--- src/design/i2cc_pkg.sv ---
// package: register map, fields, resets and state codes
package i2cc_pkg;
  // ------------------------------------------------------------
  // register byte offsets
  // ------------------------------------------------------------
  localparam logic [11:0] OFF_MTX   = 12'h000; // master tx byte, starts a frame
  localparam logic [11:0] OFF_STAT  = 12'h004; // engine status
  localparam logic [11:0] OFF_ISTAT = 12'h008; // sticky events, write one to clear
  localparam logic [11:0] OFF_IMASK = 12'h00C; // event mask
  localparam logic [11:0] OFF_SRX   = 12'h010; // last byte taken by the slave
  localparam logic [11:0] OFF_CTRL  = 12'h028; // control bits
  localparam logic [11:0] OFF_DIV   = 12'h030; // scl high/low counts
  localparam logic [11:0] OFF_ALT   = 12'h034; // alt_hw_call_address
  localparam logic [11:0] OFF_ID0   = 12'h038; // slave_match_address_0, 1..3 follow
  localparam logic [11:0] ID_STEP   = 12'h004; // spacing of the match addresses
  // ------------------------------------------------------------
  // control bit positions
  // ------------------------------------------------------------
  localparam int CB_SEN   = 0; // slave enable
  localparam int CB_MEN   = 1; // master enable
  localparam int CB_GCEN  = 3; // general call enable
  localparam int CB_HWGC  = 4; // hardware general call enable
  localparam int CB_NOBO  = 5; // start backoff disable
  localparam int CB_LOOP  = 6; // loopback
  localparam int CB_MCLK  = 7; // master serial clock enable
  localparam int CB_GCCLR = 8; // general call status clear
  localparam int CTRL_W   = 9;
  // ------------------------------------------------------------
  // event bit positions
  // ------------------------------------------------------------
  localparam int IB_GC    = 0; // general call seen
  localparam int IB_HWGC  = 1; // hardware general call matched
  localparam int IB_MDONE = 2; // master frame finished
  localparam int IB_ARB   = 3; // arbitration lost
  localparam int IB_SADR  = 4; // own slave address matched
  localparam int INT_W    = 5;
  // ------------------------------------------------------------
  // reset values, codes and counts
  // ------------------------------------------------------------
  localparam logic [CTRL_W-1:0] CTRL_RST = 9'h000;
  localparam logic [15:0] DIV_RST   = 16'h1F1F; // [15:8] high, [7:0] low count
  localparam logic [7:0]  ADR_RST   = 8'h00;    // ids and alt address
  localparam logic [7:0]  GC_ADDR   = 8'h00;    // general call address byte
  localparam logic [7:0]  GC_RESET  = 8'h06;    // reset command byte
  localparam logic [7:0]  GC_REPROG = 8'h04;    // reprogram address command byte
  localparam logic [1:0]  GCC_NONE  = 2'h0;
  localparam logic [1:0]  GCC_RST   = 2'h1;
  localparam logic [1:0]  GCC_PROG  = 2'h2;
  localparam logic [1:0]  GCC_HW    = 2'h3;
  localparam logic [7:0]  BACKOFF_TICKS = 8'h10; // scl half periods after idle
  localparam logic [3:0]  ACK_BIT   = 4'h8;      // bit index of the ack slot
  // ------------------------------------------------------------
  // state codes
  // ------------------------------------------------------------
  typedef enum logic [6:0] {
    M_IDLE = 7'h01, M_WAIT = 7'h02, M_START = 7'h04, M_LOW = 7'h08,
    M_HIGH = 7'h10, M_STOP1 = 7'h20, M_STOP2 = 7'h40
  } i2cc_mst_t;
  typedef enum logic [4:0] {
    S_IDLE = 5'h01, S_ADDR = 5'h02, S_ACK = 5'h04, S_DATA = 5'h08, S_SKIP = 5'h10
  } i2cc_slv_t;
endpackage

--- src/design/i2cc_line_if.sv ---
// interface: bus line levels and events from the line watcher to the engines
`timescale 1ns/1ps
`default_nettype none
interface i2cc_line_if;
  logic scl;      // line level seen by the engines
  logic sda;      // line level seen by the engines
  logic start;    // start condition, one cycle
  logic stop;     // stop condition, one cycle
  logic rise;     // scl rising edge, one cycle
  logic fall;     // scl falling edge, one cycle
  logic busy;     // between start and stop
  logic loop;     // loopback select
  logic drv_scl;  // block pulls scl low
  logic drv_sda;  // block pulls sda low
  modport src (output scl, sda, start, stop, rise, fall, busy, input loop, drv_scl, drv_sda);
  modport snk (input scl, sda, start, stop, rise, fall, busy, output loop, drv_scl, drv_sda);
endinterface
`default_nettype wire

--- src/design/i2cc_line_watch.sv ---
// module: pin synchroniser, loopback select and start/stop/edge detection
`timescale 1ns/1ps
`default_nettype none
module i2cc_line_watch (
  input  wire logic pclk,     // core clock
  input  wire logic presetn,  // async reset, low
  input  wire logic scl_i,    // scl pin level
  input  wire logic sda_i,    // sda pin level
  i2cc_line_if.src  ln        // levels and events
);
  // ------------------------------------------------------------
  // state
  // ------------------------------------------------------------
  typedef struct packed {
    logic [1:0] s1;   // first sync stage, read only by s2
    logic [1:0] s2;   // second sync stage
    logic [1:0] prev; // last level seen, {scl, sda}
    logic       busy; // bus held by some master
  } i2cc_watch_t;
  i2cc_watch_t st_reg, st_next;
  logic [1:0] cur;    // level used this cycle
  // ------------------------------------------------------------
  // next state
  // ------------------------------------------------------------
  // loopback takes the block's own drive and ignores the pins
  always_comb begin
    cur = ln.loop ? {~ln.drv_scl, ~ln.drv_sda} : st_reg.s2;
    st_next = st_reg;
    st_next.s1 = {scl_i, sda_i};
    st_next.s2 = st_reg.s1;
    st_next.prev = cur;
    if (ln.start) begin
      st_next.busy = 1'b1;
    end else if (ln.stop) begin
      st_next.busy = 1'b0;
    end
  end
  // events compare with the previous level, never with s1
  assign ln.scl = cur[1];
  assign ln.sda = cur[0];
  assign ln.start = st_reg.prev[1] & cur[1] & st_reg.prev[0] & ~cur[0];
  assign ln.stop = st_reg.prev[1] & cur[1] & ~st_reg.prev[0] & cur[0];
  assign ln.rise = ~st_reg.prev[1] & cur[1];
  assign ln.fall = st_reg.prev[1] & ~cur[1];
  assign ln.busy = st_reg.busy;
  // ------------------------------------------------------------
  // registers
  // ------------------------------------------------------------
  // idle bus reads high, so lines start released
  always_ff @(posedge pclk or negedge presetn) begin
    if (!presetn) begin
      st_reg <= '{s1: 2'h3, s2: 2'h3, prev: 2'h3, busy: 1'b0};
    end else begin
      st_reg <= st_next;
    end
  end
endmodule
`default_nettype wire

--- src/design/i2cc_ctrl.sv ---
// module: i2c master/slave control bits, general call handling, apb registers
//
// Functional notes
// - gc clear bit clears status and itself in the same cycle
// - scl generated only while clock enable set
// - loopback routes transmit into receive internally
// - backoff disabled retries at once, else waits
// - hw general call compares data with alt
// - gc enable acks address zero and data
// - reset command byte resets serial interface
// - every general call sets gc status bit while gc enable set
// - master channel runs only while enabled
// - slave enable watches four match addresses
// - match addresses reset zero, read/write
`timescale 1ns/1ps
`default_nettype none
module i2cc_ctrl
  import i2cc_pkg::*;
(
  input  wire logic        pclk,     // core clock, 40 MHz
  input  wire logic        presetn,  // async reset, low
  input  wire logic        psel,     // apb select
  input  wire logic        penable,  // apb access phase
  input  wire logic        pwrite,   // apb direction
  input  wire logic [11:0] paddr,    // apb byte address
  input  wire logic [31:0] pwdata,   // apb write data
  output logic      [31:0] prdata,   // apb read data
  output logic             pready,   // apb ready
  output logic             pslverr,  // apb error, unmapped
  input  wire logic        scl_i,    // scl pin level
  output logic             scl_o,    // scl drive level, always low
  output logic             scl_oe,   // scl pulled low
  input  wire logic        sda_i,    // sda pin level
  output logic             sda_o,    // sda drive level, always low
  output logic             sda_oe,   // sda pulled low
  output logic             irq       // level interrupt
);
  // ------------------------------------------------------------
  // state
  // ------------------------------------------------------------
  typedef struct packed {
    logic [CTRL_W-1:0] ctrl;     // control bits
    logic [7:0]        alt;      // alternate hw call address
    logic [3:0][7:0]   id;       // slave match addresses
    logic [15:0]       div;      // scl counts
    logic [INT_W-1:0]  ist;      // sticky events
    logic [INT_W-1:0]  imask;    // event mask
    logic [1:0]        gc_code;  // last general call kind
    logic [7:0]        srx;      // last received byte
    logic [7:0]        mtx;      // master byte
    logic              go;       // master frame pending
    logic              nack;     // last master frame not acked
    logic [31:0]       prdata;   // bus read data
    logic              pready;   // bus ready
    logic              pslverr;  // bus error
    logic              irq;      // interrupt
    i2cc_mst_t         mst;      // master state
    logic [7:0]        msh;      // master shifter
    logic [3:0]        mbit;     // master bit index
    logic [7:0]        mdiv;     // tick divider
    logic [7:0]        mboff;    // backoff ticks left
    logic              m_scl;    // master pulls scl
    logic              m_sda;    // master pulls sda
    i2cc_slv_t         slv;      // slave state
    logic [7:0]        ssh;      // slave shifter
    logic [3:0]        sbit;     // slave bit count
    logic              s_gc;     // frame is a general call
    logic              s_rd;     // frame is a read
    logic              s_rst;    // reset after this ack
    logic              s_sda;    // slave pulls sda
    logic              scl_oe;   // pin enables
    logic              sda_oe;
    logic              pin_lvl;  // open drain level, held low
  } i2cc_state_t;
  i2cc_state_t st_reg, st_next;
  i2cc_line_if ln ();
  logic       tick;     // one scl half period elapsed
  logic       acc;      // apb access phase
  logic       wr;       // write takes effect
  logic [3:0] id_hit;   // address decodes one id
  logic [3:0] id_match; // received address equals id
  logic [INT_W-1:0] ev; // events this cycle
  logic       mapped;   // address decodes
  logic [31:0] rdata;   // read mux
  // ------------------------------------------------------------
  // line watcher
  // ------------------------------------------------------------
  i2cc_line_watch u_watch (
    .pclk    (pclk),
    .presetn (presetn),
    .scl_i   (scl_i),
    .sda_i   (sda_i),
    .ln      (ln)
  );
  assign ln.loop = st_reg.ctrl[CB_LOOP];
  assign ln.drv_scl = st_reg.m_scl;
  assign ln.drv_sda = st_reg.m_sda | st_reg.s_sda;
  // ------------------------------------------------------------
  // per id decode and match
  // ------------------------------------------------------------
  // address bits 7:1 carry the 7-bit address, bit 0 the direction
  for (genvar i = 0; i < 4; i++) begin : g_id
    assign id_hit[i] = paddr == OFF_ID0 + ID_STEP * 12'(i);
    assign id_match[i] = st_reg.ssh[7:1] == st_reg.id[i][7:1];
  end
  assign acc = psel & penable & st_reg.pready;
  assign wr = acc & pwrite;
  assign tick = st_reg.mdiv == 8'h00;
  // ------------------------------------------------------------
  // read mux
  // ------------------------------------------------------------
  always_comb begin
    mapped = 1'b1;
    rdata = 32'h0000_0000;
    case (paddr)
      OFF_MTX:   rdata[7:0] = st_reg.mtx;
      OFF_STAT:  rdata[4:0] = {ln.busy, st_reg.nack, st_reg.go, st_reg.gc_code};
      OFF_ISTAT: rdata[INT_W-1:0] = st_reg.ist;
      OFF_IMASK: rdata[INT_W-1:0] = st_reg.imask;
      OFF_SRX:   rdata[7:0] = st_reg.srx;
      OFF_CTRL:  rdata[CTRL_W-1:0] = st_reg.ctrl;
      OFF_DIV:   rdata[15:0] = st_reg.div;
      OFF_ALT:   rdata[7:0] = st_reg.alt;
      default: begin
        mapped = |id_hit;
        for (int i = 0; i < 4; i++) begin
          if (id_hit[i]) begin
            rdata[7:0] = st_reg.id[i];
          end
        end
      end
    endcase
  end
  // ------------------------------------------------------------
  // next state
  // ------------------------------------------------------------
  always_comb begin
    st_next = st_reg;
    ev = '0;
    // apb: answer one cycle after setup, write at the ready edge
    st_next.pready = psel & ~penable;
    st_next.pslverr = psel & ~penable & ~mapped;
    if (psel & ~penable) begin
      st_next.prdata = rdata;
    end
    // gc clear acts the cycle after it was written, then drops
    if (st_reg.ctrl[CB_GCCLR]) begin
      st_next.ctrl[CB_GCCLR] = 1'b0;
      st_next.gc_code = GCC_NONE;
      st_next.ist[IB_GC] = 1'b0;
      st_next.ist[IB_HWGC] = 1'b0;
    end
    if (wr & mapped & ~st_reg.pslverr) begin
      case (paddr)
        OFF_MTX: begin
          if (!st_reg.go) begin
            st_next.mtx = pwdata[7:0];
            st_next.go = 1'b1;
            st_next.nack = 1'b0;
          end
        end
        OFF_ISTAT: st_next.ist = st_next.ist & ~pwdata[INT_W-1:0];
        OFF_IMASK: st_next.imask = pwdata[INT_W-1:0];
        OFF_CTRL:  st_next.ctrl = pwdata[CTRL_W-1:0];
        OFF_DIV:   st_next.div = pwdata[15:0];
        OFF_ALT:   st_next.alt = pwdata[7:0];
        default: begin
          for (int i = 0; i < 4; i++) begin
            if (id_hit[i]) begin
              st_next.id[i] = pwdata[7:0];
            end
          end
        end
      endcase
    end
    // -- master: divider runs only with both enables, stretch holds it
    if (st_reg.ctrl[CB_MEN] & st_reg.ctrl[CB_MCLK]) begin
      if (tick) begin
        st_next.mdiv = st_reg.m_scl ? st_reg.div[15:8] : st_reg.div[7:0];
      end else if (!(st_reg.mst == M_HIGH && !ln.scl)) begin
        st_next.mdiv = st_reg.mdiv - 8'h01;
      end
    end
    case (st_reg.mst)
      M_IDLE: begin
        if (st_reg.go & st_reg.ctrl[CB_MEN] & st_reg.ctrl[CB_MCLK] & ~ln.busy) begin
          st_next.mst = M_START;
          st_next.m_sda = 1'b1;
          st_next.msh = st_reg.mtx;
          st_next.mdiv = st_reg.div[7:0];
        end
      end
      M_WAIT: begin
        // backoff counts only once the bus is idle
        if (!ln.busy) begin
          if (st_reg.mboff == 8'h00) begin
            st_next.mst = M_IDLE;
          end else if (tick & st_reg.ctrl[CB_MCLK]) begin
            st_next.mboff = st_reg.mboff - 8'h01;
          end
        end
      end
      M_START: begin
        if (tick & st_reg.ctrl[CB_MCLK]) begin
          st_next.mst = M_LOW;
          st_next.m_scl = 1'b1;
          st_next.mbit = 4'h0;
          st_next.m_sda = ~st_reg.msh[7];
        end
      end
      M_LOW: begin
        if (tick & st_reg.ctrl[CB_MCLK]) begin
          st_next.mst = M_HIGH;
          st_next.m_scl = 1'b0;
        end
      end
      M_HIGH: begin
        if (tick & st_reg.ctrl[CB_MCLK] & ln.scl) begin
          if (st_reg.mbit == ACK_BIT) begin
            st_next.nack = ln.sda;
            st_next.mst = M_STOP1;
            st_next.m_scl = 1'b1;
            st_next.m_sda = 1'b1;
          end else if (!st_reg.m_sda && !ln.sda) begin
            // lost: release both lines and get off the bus
            st_next.mst = M_WAIT;
            st_next.m_scl = 1'b0;
            st_next.m_sda = 1'b0;
            st_next.mboff = st_reg.ctrl[CB_NOBO] ? 8'h00 : BACKOFF_TICKS;
            ev[IB_ARB] = 1'b1;
          end else begin
            st_next.mst = M_LOW;
            st_next.m_scl = 1'b1;
            st_next.mbit = st_reg.mbit + 4'h1;
            st_next.msh = {st_reg.msh[6:0], 1'b0};
            st_next.m_sda = (st_reg.mbit == ACK_BIT - 4'h1) ? 1'b0 : ~st_reg.msh[6];
          end
        end
      end
      M_STOP1: begin
        if (tick & st_reg.ctrl[CB_MCLK]) begin
          st_next.mst = M_STOP2;
          st_next.m_scl = 1'b0;
        end
      end
      M_STOP2: begin
        if (tick & st_reg.ctrl[CB_MCLK]) begin
          st_next.mst = M_IDLE;
          st_next.m_sda = 1'b0;
          st_next.go = 1'b0;
          ev[IB_MDONE] = 1'b1;
        end
      end
      default: st_next.mst = M_IDLE;
    endcase
    // disabling the master abandons the frame in flight and frees the lines; go stays set, so it restarts
    if (!st_reg.ctrl[CB_MEN]) begin
      st_next.mst = M_IDLE;
      st_next.m_scl = 1'b0;
      st_next.m_sda = 1'b0;
    end
    // -- slave: sample on scl rise, act on scl fall
    if (ln.rise) begin
      st_next.ssh = {st_reg.ssh[6:0], ln.sda};
      st_next.sbit = st_reg.sbit + 4'h1;
    end
    case (st_reg.slv)
      S_ADDR: begin
        if (ln.fall && st_reg.sbit == ACK_BIT) begin
          st_next.sbit = 4'h0;
          if (st_reg.ssh == GC_ADDR && st_reg.ctrl[CB_GCEN]) begin
            st_next.slv = S_ACK;
            st_next.s_sda = 1'b1;
            st_next.s_gc = 1'b1;
            st_next.s_rd = 1'b0;
            ev[IB_GC] = 1'b1;
          end else if (st_reg.ctrl[CB_SEN] && |id_match && st_reg.ssh != GC_ADDR) begin
            st_next.slv = S_ACK;
            st_next.s_sda = 1'b1;
            st_next.s_gc = 1'b0;
            st_next.s_rd = st_reg.ssh[0];
            ev[IB_SADR] = 1'b1;
          end else begin
            st_next.slv = S_SKIP;
          end
        end
      end
      S_ACK: begin
        if (ln.fall) begin
          st_next.s_sda = 1'b0;
          st_next.sbit = 4'h0;
          // no tx path: reads are released
          st_next.slv = st_reg.s_rd ? S_SKIP : S_DATA;
        end
      end
      S_DATA: begin
        if (ln.fall && st_reg.sbit == ACK_BIT) begin
          st_next.srx = st_reg.ssh;
          st_next.slv = S_ACK;
          st_next.s_sda = 1'b1;
          st_next.sbit = 4'h0;
          if (st_reg.s_gc) begin
            if (st_reg.ssh == GC_RESET) begin
              st_next.gc_code = GCC_RST;
              st_next.s_rst = 1'b1;
            end else if (st_reg.ssh == GC_REPROG) begin
              st_next.gc_code = GCC_PROG;
            end
            if (st_reg.ctrl[CB_HWGC] & st_reg.ctrl[CB_GCEN] & (st_reg.ssh == st_reg.alt)) begin
              st_next.gc_code = GCC_HW;
              ev[IB_HWGC] = 1'b1;
            end
          end
        end
      end
      S_IDLE, S_SKIP: begin
        st_next.s_sda = 1'b0;
      end
      default: st_next.slv = S_IDLE;
    endcase
    if (ln.stop) begin
      st_next.slv = S_IDLE;
      st_next.s_sda = 1'b0;
    end else if (ln.start) begin
      st_next.slv = S_ADDR;
      st_next.sbit = 4'h0;
      st_next.s_sda = 1'b0;
    end
    // reset command acts once its ack slot has ended
    if (st_reg.s_rst && st_reg.slv == S_ACK && ln.fall) begin
      st_next.ctrl = CTRL_RST;
      st_next.go = 1'b0;
      st_next.mst = M_IDLE;
      st_next.m_scl = 1'b0;
      st_next.m_sda = 1'b0;
      st_next.slv = S_IDLE;
      st_next.s_rst = 1'b0;
    end
    // events win over any clear in the same cycle
    st_next.ist = st_next.ist | ev;
    st_next.irq = |(st_next.ist & st_next.imask);
    st_next.scl_oe = st_next.m_scl & ~st_next.ctrl[CB_LOOP];
    st_next.sda_oe = (st_next.m_sda | st_next.s_sda) & ~st_next.ctrl[CB_LOOP];
    st_next.pin_lvl = 1'b0;
  end
  // ------------------------------------------------------------
  // registers
  // ------------------------------------------------------------
  always_ff @(posedge pclk or negedge presetn) begin
    if (!presetn) begin
      st_reg <= '0;
      st_reg.ctrl <= CTRL_RST;
      st_reg.div <= DIV_RST;
      st_reg.alt <= ADR_RST;
      st_reg.id <= {4{ADR_RST}};
      st_reg.mst <= M_IDLE;
      st_reg.slv <= S_IDLE;
    end else begin
      st_reg <= st_next;
    end
  end
  assign prdata = st_reg.prdata;
  assign pready = st_reg.pready;
  assign pslverr = st_reg.pslverr;
  assign irq = st_reg.irq;
  assign scl_oe = st_reg.scl_oe;
  assign sda_oe = st_reg.sda_oe;
  assign scl_o = st_reg.pin_lvl;
  assign sda_o = st_reg.pin_lvl;
endmodule
`default_nettype wire

--- config.mk ---
export PLATFORM = sky130hd
export DESIGN_NAME = i2cc_ctrl
export DESIGN_NICKNAME = d
export VERILOG_FILES = /design/src/design/i2cc_pkg.sv /design/src/design/i2cc_line_if.sv /design/src/design/i2cc_line_watch.sv /design/src/design/i2cc_ctrl.sv
export SDC_FILE = /design/constraint.sdc
export NUM_CORES = 1
export LEC_CHECK = 0
export BUFFER_PORTS_ARGS = -buffer_cell sky130_fd_sc_hd__buf_2
export CAP_MARGIN = 25
export CORE_MARGIN = 4
export CORE_UTILIZATION = 35
export DETAILED_ROUTE_END_ITERATION = 7
export PLACE_DENSITY = 0.63
export SKIP_CTS_REPAIR_TIMING = 1
export SLEW_MARGIN = 20
export SYNTH_ARGS = -nofsm -noshare
export SYNTH_HDL_FRONTEND = slang
export SYNTH_HIERARCHICAL = 1
export SYNTH_SLANG_ARGS = --single-unit
--- constraint.sdc ---
create_clock -name pclk -period 4.4 [get_ports pclk]
set_input_delay 0.22 -clock pclk [delete_from_list [all_inputs] [get_ports pclk]]
set_output_delay 0.22 -clock pclk [all_outputs]
set_load 0.03 [all_outputs]
==> impl_metrics.env, run 1 <==
export IMPL_outcome="finished clean"
export IMPL_ir_worst_vdd_mv=0.273
export IMPL_cts_sinks=181
export IMPL_async_flop_share_pct=100
export IMPL_timing_hold_worst_class="in2reg"
export IMPL_power_density_cell_area_nw_per_um2=355
export IMPL_cellInternalPower_mw=2.76
export IMPL_cp_top_delay_family="simple AND/OR/NAND/NOR gates"
export IMPL_report_final_slew_viol_count=0
export IMPL_portbufs=55
export IMPL_critical_path_slowest_cell="sky130_fd_sc_hd__dfrtp_1"
export IMPL_timing_rr_start="ln.drv_scl"
export IMPL_top_level_ports=90
export IMPL_postRouteAntennaNets=0
export IMPL_worst_hold_startpoint="pwdata[13]"
export IMPL_skew_ns=0.0116
export IMPL_postSynthCellCount=991
export IMPL_tritoncts="done"
export IMPL_nets=1072
export IMPL_number_of_antenna_violations_at_the_first_check_in_global_routing=0
export IMPL_final_cells=1404
export IMPL_worstPathRequired_ns=4.77
export IMPL_swShare_pct=29.2
export IMPL_grt_pass1_vias=7126
export IMPL_final_layout_size_suffix_gt1_share_pct=21.8
export IMPL_final_critical_path_required_period_ns=3.33
export IMPL_max_clock_path_buffers=2
export IMPL_grt_remaining_overflow=0
export IMPL_tritoncts_buffer_count=17
export IMPL_synth_main_ff_cell="sky130_fd_sc_hd__dfrtp_1"
export IMPL_insertion_delay_ns=0.45
export IMPL_placement_rows=61
export IMPL_final_min_period_over_clock_period_pct=75.6
export IMPL_cp_cell_sequence="and2_4, nor2_2, nor2_1, nand4b_1, nor4_2, nand2_1, or2_2, a21bo_2, o2111ai_1"
export IMPL_critPathBufInv=0
export IMPL_hold_violations=0
export IMPL_grt_use_total_pct=17.0
export IMPL_vertical_die_dimension_microns=176
export IMPL_worst_setup_hold_path_clk_slew_ns=0.07
export IMPL_count_of_inserted_antenna_diode_cells=0
export IMPL_wl_microns=26400
export IMPL_root_buf_cell="sky130_fd_sc_hd__clkbuf_16"
export IMPL_chipWidth_microns=176
export IMPL_synth_cell_types=80
export IMPL_max_capacitance_violation_count=0
export IMPL_leading_cell_type_in_the_layout_fill_and_taps_excluded="sky130_fd_sc_hd__dfrtp_1"
export IMPL_synth_edf_count=0
export IMPL_timing_final_setup_violations=0
export IMPL_synth_cell_area_sq_um=9870
export IMPL_clkPwrFrac_pct=39.1
export IMPL_critPathCaptureType="register"
export IMPL_syn2layout_area_growth_pct=11.2
export IMPL_initialDrtViolationCount=669
export IMPL_slew_limit_headroom_pct=29.3
export IMPL_worst_path_largest_cell_delay_ns=0.75
export IMPL_initial_core_util_pct=35.5
export IMPL_power_share_combinational_pct=12.1
export IMPL_route_vias_total=7623
export IMPL_dp_cells=1367
export IMPL_syn_mean_instance_area_sq_um=9.96
export IMPL_worstSetupPathType="reg2reg"
export IMPL_post_route_util_pct=39.5
export IMPL_fp_dieArea_sq_um=31000
export IMPL_timing_critical_path_from_type="register"
export IMPL_yosysWarningCount=6
export IMPL_ys_seq_area_share_pct=46.1
export IMPL_flip_flop_count_of_the_largest_register_all_copies_and_words_added=151
export IMPL_gp_routability_congestion=0.898
export IMPL_post_route_worst_setup_slack_ns=1.07
export IMPL_wl_per_cell_microns=18.8
export IMPL_pin_count_of_the_biggest_net_entering_global_routing=120
export IMPL_core_area_sq_um=27800
export IMPL_place_detailed_hpwl_microns=18700
export IMPL_netSwitchingPower_mw=1.14
export IMPL_detailedRoute_firstPassIterationCount=5
export IMPL_fin_setup_tns_ns=0
export IMPL_unrepaired_setup_endpoints_after_global_routing="no"
export IMPL_dpl_worst_slack_ns=1.12
export IMPL_worst_setup_path_startpoint="ln.drv_scl"
export IMPL_tightestPinTransition_ns=1.05
export IMPL_seqPwrFrac_pct=48.9
export IMPL_leading_cell_types_in_the_layout_fill_and_taps_excluded="sky130_fd_sc_hd__dfrtp_1 (163), sky130_fd_sc_hd__nand2_1 (96), sky130_fd_sc_hd__nor2_1 (90)"
export IMPL_power_static_leakage_nw=4.86
export IMPL_ys_seq_elements=181
export IMPL_count_of_unresolved_drc_violations_after_routing=0
export IMPL_cp_data_arrival_time_ns=3.69
export IMPL_viasPerCell=5.43
export IMPL_power_total_mw=3.90
export IMPL_crit_path_max_fanout=13
export IMPL_fmaxAchievable_mhz=300
export IMPL_grt_first_pass_wirelength_microns=41300
export IMPL_cts_htree_levels=4
[kinds of logic after synthesis]
logic type | synth area share [%]
simple gates | 17.6
compound gates | 13.2
flops | 46.1
mux | 12.1
other cells | 0.0380
fa+ha+maj | 1.01
xor+xnor | 4.43
buf+inv | 5.50
[cell usage after synthesis (3+ instances only)]
| library cell | instances | area share [%] |
|---|---|---|
| sky130_fd_sc_hd__a21o_1 | 3 | 0.23 |
| sky130_fd_sc_hd__a21oi_1 | 40 | 2.0 |
| sky130_fd_sc_hd__a221oi_1 | 4 | 0.35 |
| sky130_fd_sc_hd__a22o_1 | 10 | 0.89 |
| sky130_fd_sc_hd__a22oi_1 | 13 | 0.99 |
| sky130_fd_sc_hd__a31oi_1 | 12 | 0.76 |
| sky130_fd_sc_hd__a32oi_1 | 6 | 0.53 |
| sky130_fd_sc_hd__and2_1 | 8 | 0.51 |
| sky130_fd_sc_hd__and3_1 | 9 | 0.57 |
| sky130_fd_sc_hd__and3b_1 | 3 | 0.27 |
| sky130_fd_sc_hd__buf_1 | 6 | 0.23 |
| sky130_fd_sc_hd__buf_2 | 4 | 0.20 |
| sky130_fd_sc_hd__buf_4 | 35 | 2.7 |
| sky130_fd_sc_hd__clkbuf_1 | 37 | 1.4 |
| sky130_fd_sc_hd__dfrtp_1 | 163 | 41 |
| sky130_fd_sc_hd__dfstp_2 | 18 | 4.8 |
| sky130_fd_sc_hd__ha_1 | 8 | 1.0 |
| sky130_fd_sc_hd__inv_1 | 25 | 0.95 |
| sky130_fd_sc_hd__mux2_2 | 81 | 9.2 |
| sky130_fd_sc_hd__mux2i_1 | 26 | 2.6 |
| sky130_fd_sc_hd__nand2_1 | 96 | 3.6 |
| sky130_fd_sc_hd__nand2b_1 | 12 | 0.76 |
| sky130_fd_sc_hd__nand3_1 | 20 | 1.0 |
| sky130_fd_sc_hd__nand3b_1 | 5 | 0.38 |
| sky130_fd_sc_hd__nand4_1 | 18 | 1.1 |
| sky130_fd_sc_hd__nand4b_1 | 5 | 0.44 |
| sky130_fd_sc_hd__nor2_1 | 90 | 3.4 |
| sky130_fd_sc_hd__nor2b_1 | 12 | 0.76 |
| sky130_fd_sc_hd__nor3_1 | 26 | 1.3 |
| sky130_fd_sc_hd__nor4_1 | 8 | 0.51 |
| sky130_fd_sc_hd__nor4_2 | 3 | 0.38 |
| sky130_fd_sc_hd__o2111ai_1 | 4 | 0.35 |
| sky130_fd_sc_hd__o211ai_1 | 6 | 0.46 |
| sky130_fd_sc_hd__o21ai_0 | 43 | 2.2 |
| sky130_fd_sc_hd__o221ai_1 | 5 | 0.44 |
| sky130_fd_sc_hd__o22a_1 | 8 | 0.71 |
| sky130_fd_sc_hd__o22ai_1 | 10 | 0.63 |
| sky130_fd_sc_hd__o31ai_1 | 6 | 0.46 |
| sky130_fd_sc_hd__or2_2 | 5 | 0.32 |
| sky130_fd_sc_hd__or3_1 | 5 | 0.32 |
| sky130_fd_sc_hd__xnor2_1 | 26 | 2.3 |
| sky130_fd_sc_hd__xor2_1 | 24 | 2.1 |
[stage by stage]
stage	hold slack [ns]	cell area, sq um
after global placement	0.327	10300
after global routing	0.000974	11000
after CTS	-0.140	10900
final	0.000462	11000
after detailed placement	0.331	10300
after floorplan	-0.0756	9940
[cell type report]
class / instances / area, sq um
tap: 378 / 473
sequential: 181 / 4550
timing repair buffer: 69 / 417
inverter: 25 / 93.8
multi-input combinational: 719 / 4860
clock buffer: 18 / 439
clock inverter: 14 / 141
fill: 2791 / 16800
[routing by layer]
layer  vias to the layer above  part of all wire (%)  GRT usage (%)
met3                        29                   5.6           3.13
li1                       3567                     -              -
met1                      3794                    46           24.7
met5                         -                     0              0
met4                         0                   1.1           3.90
met2                       233                    47           26.6
[worst paths after layout]
check | end | slack (ns) | cells past startpoint
min in group asynchronous | st_reg[56] | 0.23 | 2
worst max-delay path | irq | 1.07 | 9
worst min-delay path | st_reg[139] | 0.0005 | 2
max in group asynchronous | st_reg[145] | 3.06 | 4
worst max register to register | irq | 1.07 | 9
worst min register to register | u_watch/st_reg[4] | 0.36 | 0
[power by group through the flow]
stage / Sequential [mW] / Combinational, mW / Clock, mW
finish: 1.90 / 0.471 / 1.52
global route: 1.91 / 0.521 / 1.62
CTS: 1.90 / 0.470 / 1.55
detailed placement: 1.93 / 0.467 / 0
global placement: 1.93 / 0.459 / 0
floorplan: 1.81 / 0.434 / 0
No activity file was read; power rests on OpenSTA's default activity.
==> inputs of run 2 (changes only) <==
--- a/config.mk
+++ b/config.mk
@@ -5,12 +5,13 @@
 export SDC_FILE = /design/constraint.sdc
 export NUM_CORES = 1
 export LEC_CHECK = 0
+export ABC_AREA = 1
 export BUFFER_PORTS_ARGS = -buffer_cell sky130_fd_sc_hd__buf_2
 export CAP_MARGIN = 25
 export CORE_MARGIN = 4
 export CORE_UTILIZATION = 35
 export DETAILED_ROUTE_END_ITERATION = 7
-export PLACE_DENSITY = 0.63
+export PLACE_DENSITY = 0.64
 export SKIP_CTS_REPAIR_TIMING = 1
 export SLEW_MARGIN = 20
 export SYNTH_ARGS = -nofsm -noshare
==> constraint.sdc (replaced) <==
create_clock -name pclk -period 2.76 [get_ports pclk]
set_input_delay 0.138 -clock pclk [delete_from_list [all_inputs] [get_ports pclk]]
set_output_delay 0.138 -clock pclk [all_outputs]
set_load 0.03 [all_outputs]
==> run 2 against run 1 <==
Effect of this change:
- power up 51%
- clock power grew 69%
- register-to-register slack lost 0.71 ns
- via count up 15%
- worst setup slack got worse by 0.71 ns
- first-iteration DRC count up 1.3%
- sequential share of layout area is 1.7 points lower
- fmax is 39% higher
- count of clock-buffer cells in the layout down 1
- final cell count grew 26%
- critical endpoint unchanged
==> impl_metrics.env, run 2 <==
export IMPL_outcome="finished clean"
export IMPL_grt_use_total_pct=18.0
export IMPL_wl_microns=28300
export IMPL_async_flop_share_pct=100
export IMPL_nets=1428
export IMPL_crit_path_max_fanout=6
export IMPL_fin_setup_tns_ns=0
export IMPL_postSynthCellCount=1315
export IMPL_finish_instance_area_sq_um=11400
export IMPL_worst_path_most_repeated_cell="sky130_fd_sc_hd__nor2_1"
export IMPL_synth_edf_count=0
export IMPL_tightestPinTransition_ns=0.935
export IMPL_critPathCaptureType="register"
export IMPL_unrepaired_setup_endpoints_after_global_routing="no"
export IMPL_timing_critical_path_from_type="register"
export IMPL_fp_dieArea_sq_um=31800
export IMPL_gp_routability_congestion=0.921
export IMPL_placement_cell_area_sq_um=10700
export IMPL_worst_setup_hold_path_clk_slew_ns=0.07
export IMPL_synth_cell_types=49
export IMPL_ir_worst_vdd_mv=0.387
export IMPL_synth_main_ff_cell="sky130_fd_sc_hd__dfrtp_1"
export IMPL_count_of_inserted_antenna_diode_cells=0
export IMPL_initial_core_util_pct=35.5
export IMPL_hold_worst_slack_ns=0.0310
export IMPL_cp_data_arrival_time_ns=2.78
export IMPL_slew_limit_headroom_pct=37.6
export IMPL_route_vias_total=8732
export IMPL_ys_seq_elements=181
export IMPL_portbufs=55
export IMPL_synth_common_cells="sky130_fd_sc_hd__nand2_1 (294), sky130_fd_sc_hd__inv_1 (222), sky130_fd_sc_hd__dfrtp_1 (163), sky130_fd_sc_hd__o21ai_0 (136), sky130_fd_sc_hd__nor2_1 (108)"
export IMPL_ys_seq_area_share_pct=44.8
export IMPL_tritoncts="done"
export IMPL_cts_htree_levels=4
export IMPL_core_area_sq_um=28600
export IMPL_count_of_unresolved_drc_violations_after_routing=0
export IMPL_critical_path_slowest_cell="sky130_fd_sc_hd__dfrtp_1"
export IMPL_fmaxAchievable_mhz=416
export IMPL_worstSetupPathType="reg2reg"
export IMPL_hold_violations=0
export IMPL_top_level_ports=90
export IMPL_leading_cell_types_in_the_layout_fill_and_taps_excluded="sky130_fd_sc_hd__nand2_1 (294), sky130_fd_sc_hd__inv_1 (222), sky130_fd_sc_hd__dfrtp_1 (163)"
export IMPL_cts_sinks=181
export IMPL_wl_per_cell_microns=16.0
export IMPL_number_of_antenna_violations_at_the_first_check_in_global_routing=0
export IMPL_post_route_util_pct=39.9
export IMPL_synthDominantCellAreaShare_pct=40.2
export IMPL_grt_first_pass_wirelength_microns=44600
export IMPL_cp_cell_sequence="o21ai_1, inv_1, nor2_1, nand4_1, nor2_1, clkinv_1, nor2_1, inv_1, nor2_1, a21oi_1, nor2_1, nor2_1, nand2_1"
export IMPL_synth_top_area_cell="sky130_fd_sc_hd__dfrtp_1"
export IMPL_chipWidth_microns=178
export IMPL_timing_final_setup_violations=0
export IMPL_final_layout_size_suffix_gt1_share_pct=11.8
export IMPL_syn2layout_area_growth_pct=12.6
export IMPL_vertical_die_dimension_microns=178
export IMPL_viasPerCell=4.94
export IMPL_synth_area_leaders="sky130_fd_sc_hd__dfrtp_1 (40%), sky130_fd_sc_hd__nand2_1 (11%), sky130_fd_sc_hd__inv_1 (8.2%), sky130_fd_sc_hd__o21ai_0 (6.7%), sky130_fd_sc_hd__dfstp_2 (4.7%)"
export IMPL_skew_ns=0.0132
export IMPL_report_final_slew_viol_count=0
export IMPL_power_total_mw=5.88
export IMPL_power_static_leakage_nw=5.66
export IMPL_power_density_cell_area_nw_per_um2=514
export IMPL_final_critical_path_required_period_ns=2.40
export IMPL_worst_path_largest_cell_delay_ns=0.44
export IMPL_flip_flop_count_of_the_largest_register_all_copies_and_words_added=151
export IMPL_critPathBufInv=3
export IMPL_max_capacitance_violation_count=0
export IMPL_timing_hold_worst_class="in2reg"
export IMPL_grt_remaining_overflow=0
export IMPL_synth_most_common_cell="sky130_fd_sc_hd__nand2_1"
export IMPL_worstPathRequired_ns=3.14
export IMPL_detailedRoute_firstPassIterationCount=5
export IMPL_synth_cell_area_sq_um=10200
export IMPL_cp_top_delay_family="simple AND/OR/NAND/NOR gates"
export IMPL_insertion_delay_ns=0.44
export IMPL_max_clock_path_buffers=2
export IMPL_syn_mean_instance_area_sq_um=7.72
export IMPL_initialDrtViolationCount=678
export IMPL_final_min_period_over_clock_period_pct=87.1
export IMPL_tritoncts_buffer_count=17
export IMPL_grt_pass1_vias=8183
export IMPL_yosysWarningCount=6
export IMPL_pin_count_of_the_biggest_net_entering_global_routing=60
export IMPL_placement_rows=62
export IMPL_root_buf_cell="sky130_fd_sc_hd__clkbuf_16"
export IMPL_postRouteAntennaNets=0
export IMPL_place_detailed_hpwl_microns=21300
export IMPL_leading_cell_type_in_the_layout_fill_and_taps_excluded="sky130_fd_sc_hd__nand2_1"
==> run 2: cell types whose count changed in the layout (fill, tap and decap cells not counted), moves of 11 or more <==
cell / change
sky130_fd_sc_hd__o21ai_0: +93
sky130_fd_sc_hd__nor2b_1: -12
sky130_fd_sc_hd__a21oi_1: -12
sky130_fd_sc_hd__inv_1: +197
sky130_fd_sc_hd__nand3_1: +48
sky130_fd_sc_hd__nand2_1: +198
sky130_fd_sc_hd__a22oi_1: -11
sky130_fd_sc_hd__mux2_2: -81
sky130_fd_sc_hd__mux2i_1: -26
sky130_fd_sc_hd__nand2b_1: -12
sky130_fd_sc_hd__nor2_1: +18
==> run 2: per-layer routing <==
layer,track usage [%],part of all wire [%]
met1,24.7,45
met2,28.9,46
met3,3.77,6.8
met4,5.21,2.2
met5,0,0
==> run 2: report_power, final <==
group	internal (mW)	total (mW)	leakage (nW)	switching (mW)
registers	2.72	2.82	2.19	0.102
clock network	1.38	2.57	0.302	1.20
logic	0.160	0.490	3.17	0.330
==> run 2: final timing paths <==
check | cells after the start | from | slack, ns | to
min in group asynchronous | 2 | presetn | 0.23 | st_reg[155]
max reg2reg | 13 | ln.loop | 0.36 | irq
min | 3 | pwdata[0] | 0.03 | st_reg[98]
max in group asynchronous | 3 | presetn | 1.63 | st_reg[127]
min reg2reg | 0 | u_watch/st_next[3] | 0.35 | u_watch/st_reg[3]
max | 13 | ln.loop | 0.36 | irq
==> run 2: layout make-up <==
class	instances	area, sq um
clock buffers	17	425
clock inverters	15	190
fillers	2930	17200
inverters	227	857
multi-input cells	857	4380
flip-flops and latches	181	4550
well taps	384	480
repair buffers	85	547
==> run 2: worst reg2reg max path, stage by stage, from the launching register on <==
cell and delay [ns]:
sky130_fd_sc_hd__dfrtp_1 0.44, sky130_fd_sc_hd__o21ai_1 0.24, sky130_fd_sc_hd__inv_1 0.19, sky130_fd_sc_hd__nor2_1 0.24, sky130_fd_sc_hd__nand4_1 0.24, sky130_fd_sc_hd__nor2_1 0.17
sky130_fd_sc_hd__clkinv_1 0.09, sky130_fd_sc_hd__nor2_1 0.17, sky130_fd_sc_hd__inv_1 0.09, sky130_fd_sc_hd__nor2_1 0.17, sky130_fd_sc_hd__a21oi_1 0.08, sky130_fd_sc_hd__nor2_1 0.12
sky130_fd_sc_hd__nor2_1 0.06, sky130_fd_sc_hd__nand2_1 0.05
==> run 2: metrics by stage <==
stage	instances	worst slack, ns
after floorplan	1332	0.776
after global placement	1723	0.381
after detailed placement	1723	0.358
after CTS	1755	0.350
after global routing	1766	0.0292
final	1766	0.357
==> run 2: logic make-up (layout without fill, tap and decap cells) <==
group,count (synthesis),after routing,synth area share [%]
XOR/XNOR,37,37,3.19
flip-flops,181,181,44.8
multiplexers,2,2,0.296
adder cells (fa/ha/maj),8,8,0.986
buffers and inverters,294,344,12.6
other,1,18,0.0369
AND/OR/NAND/NOR,547,547,24.2
AO/OA/AOI/OAI,245,245,13.8
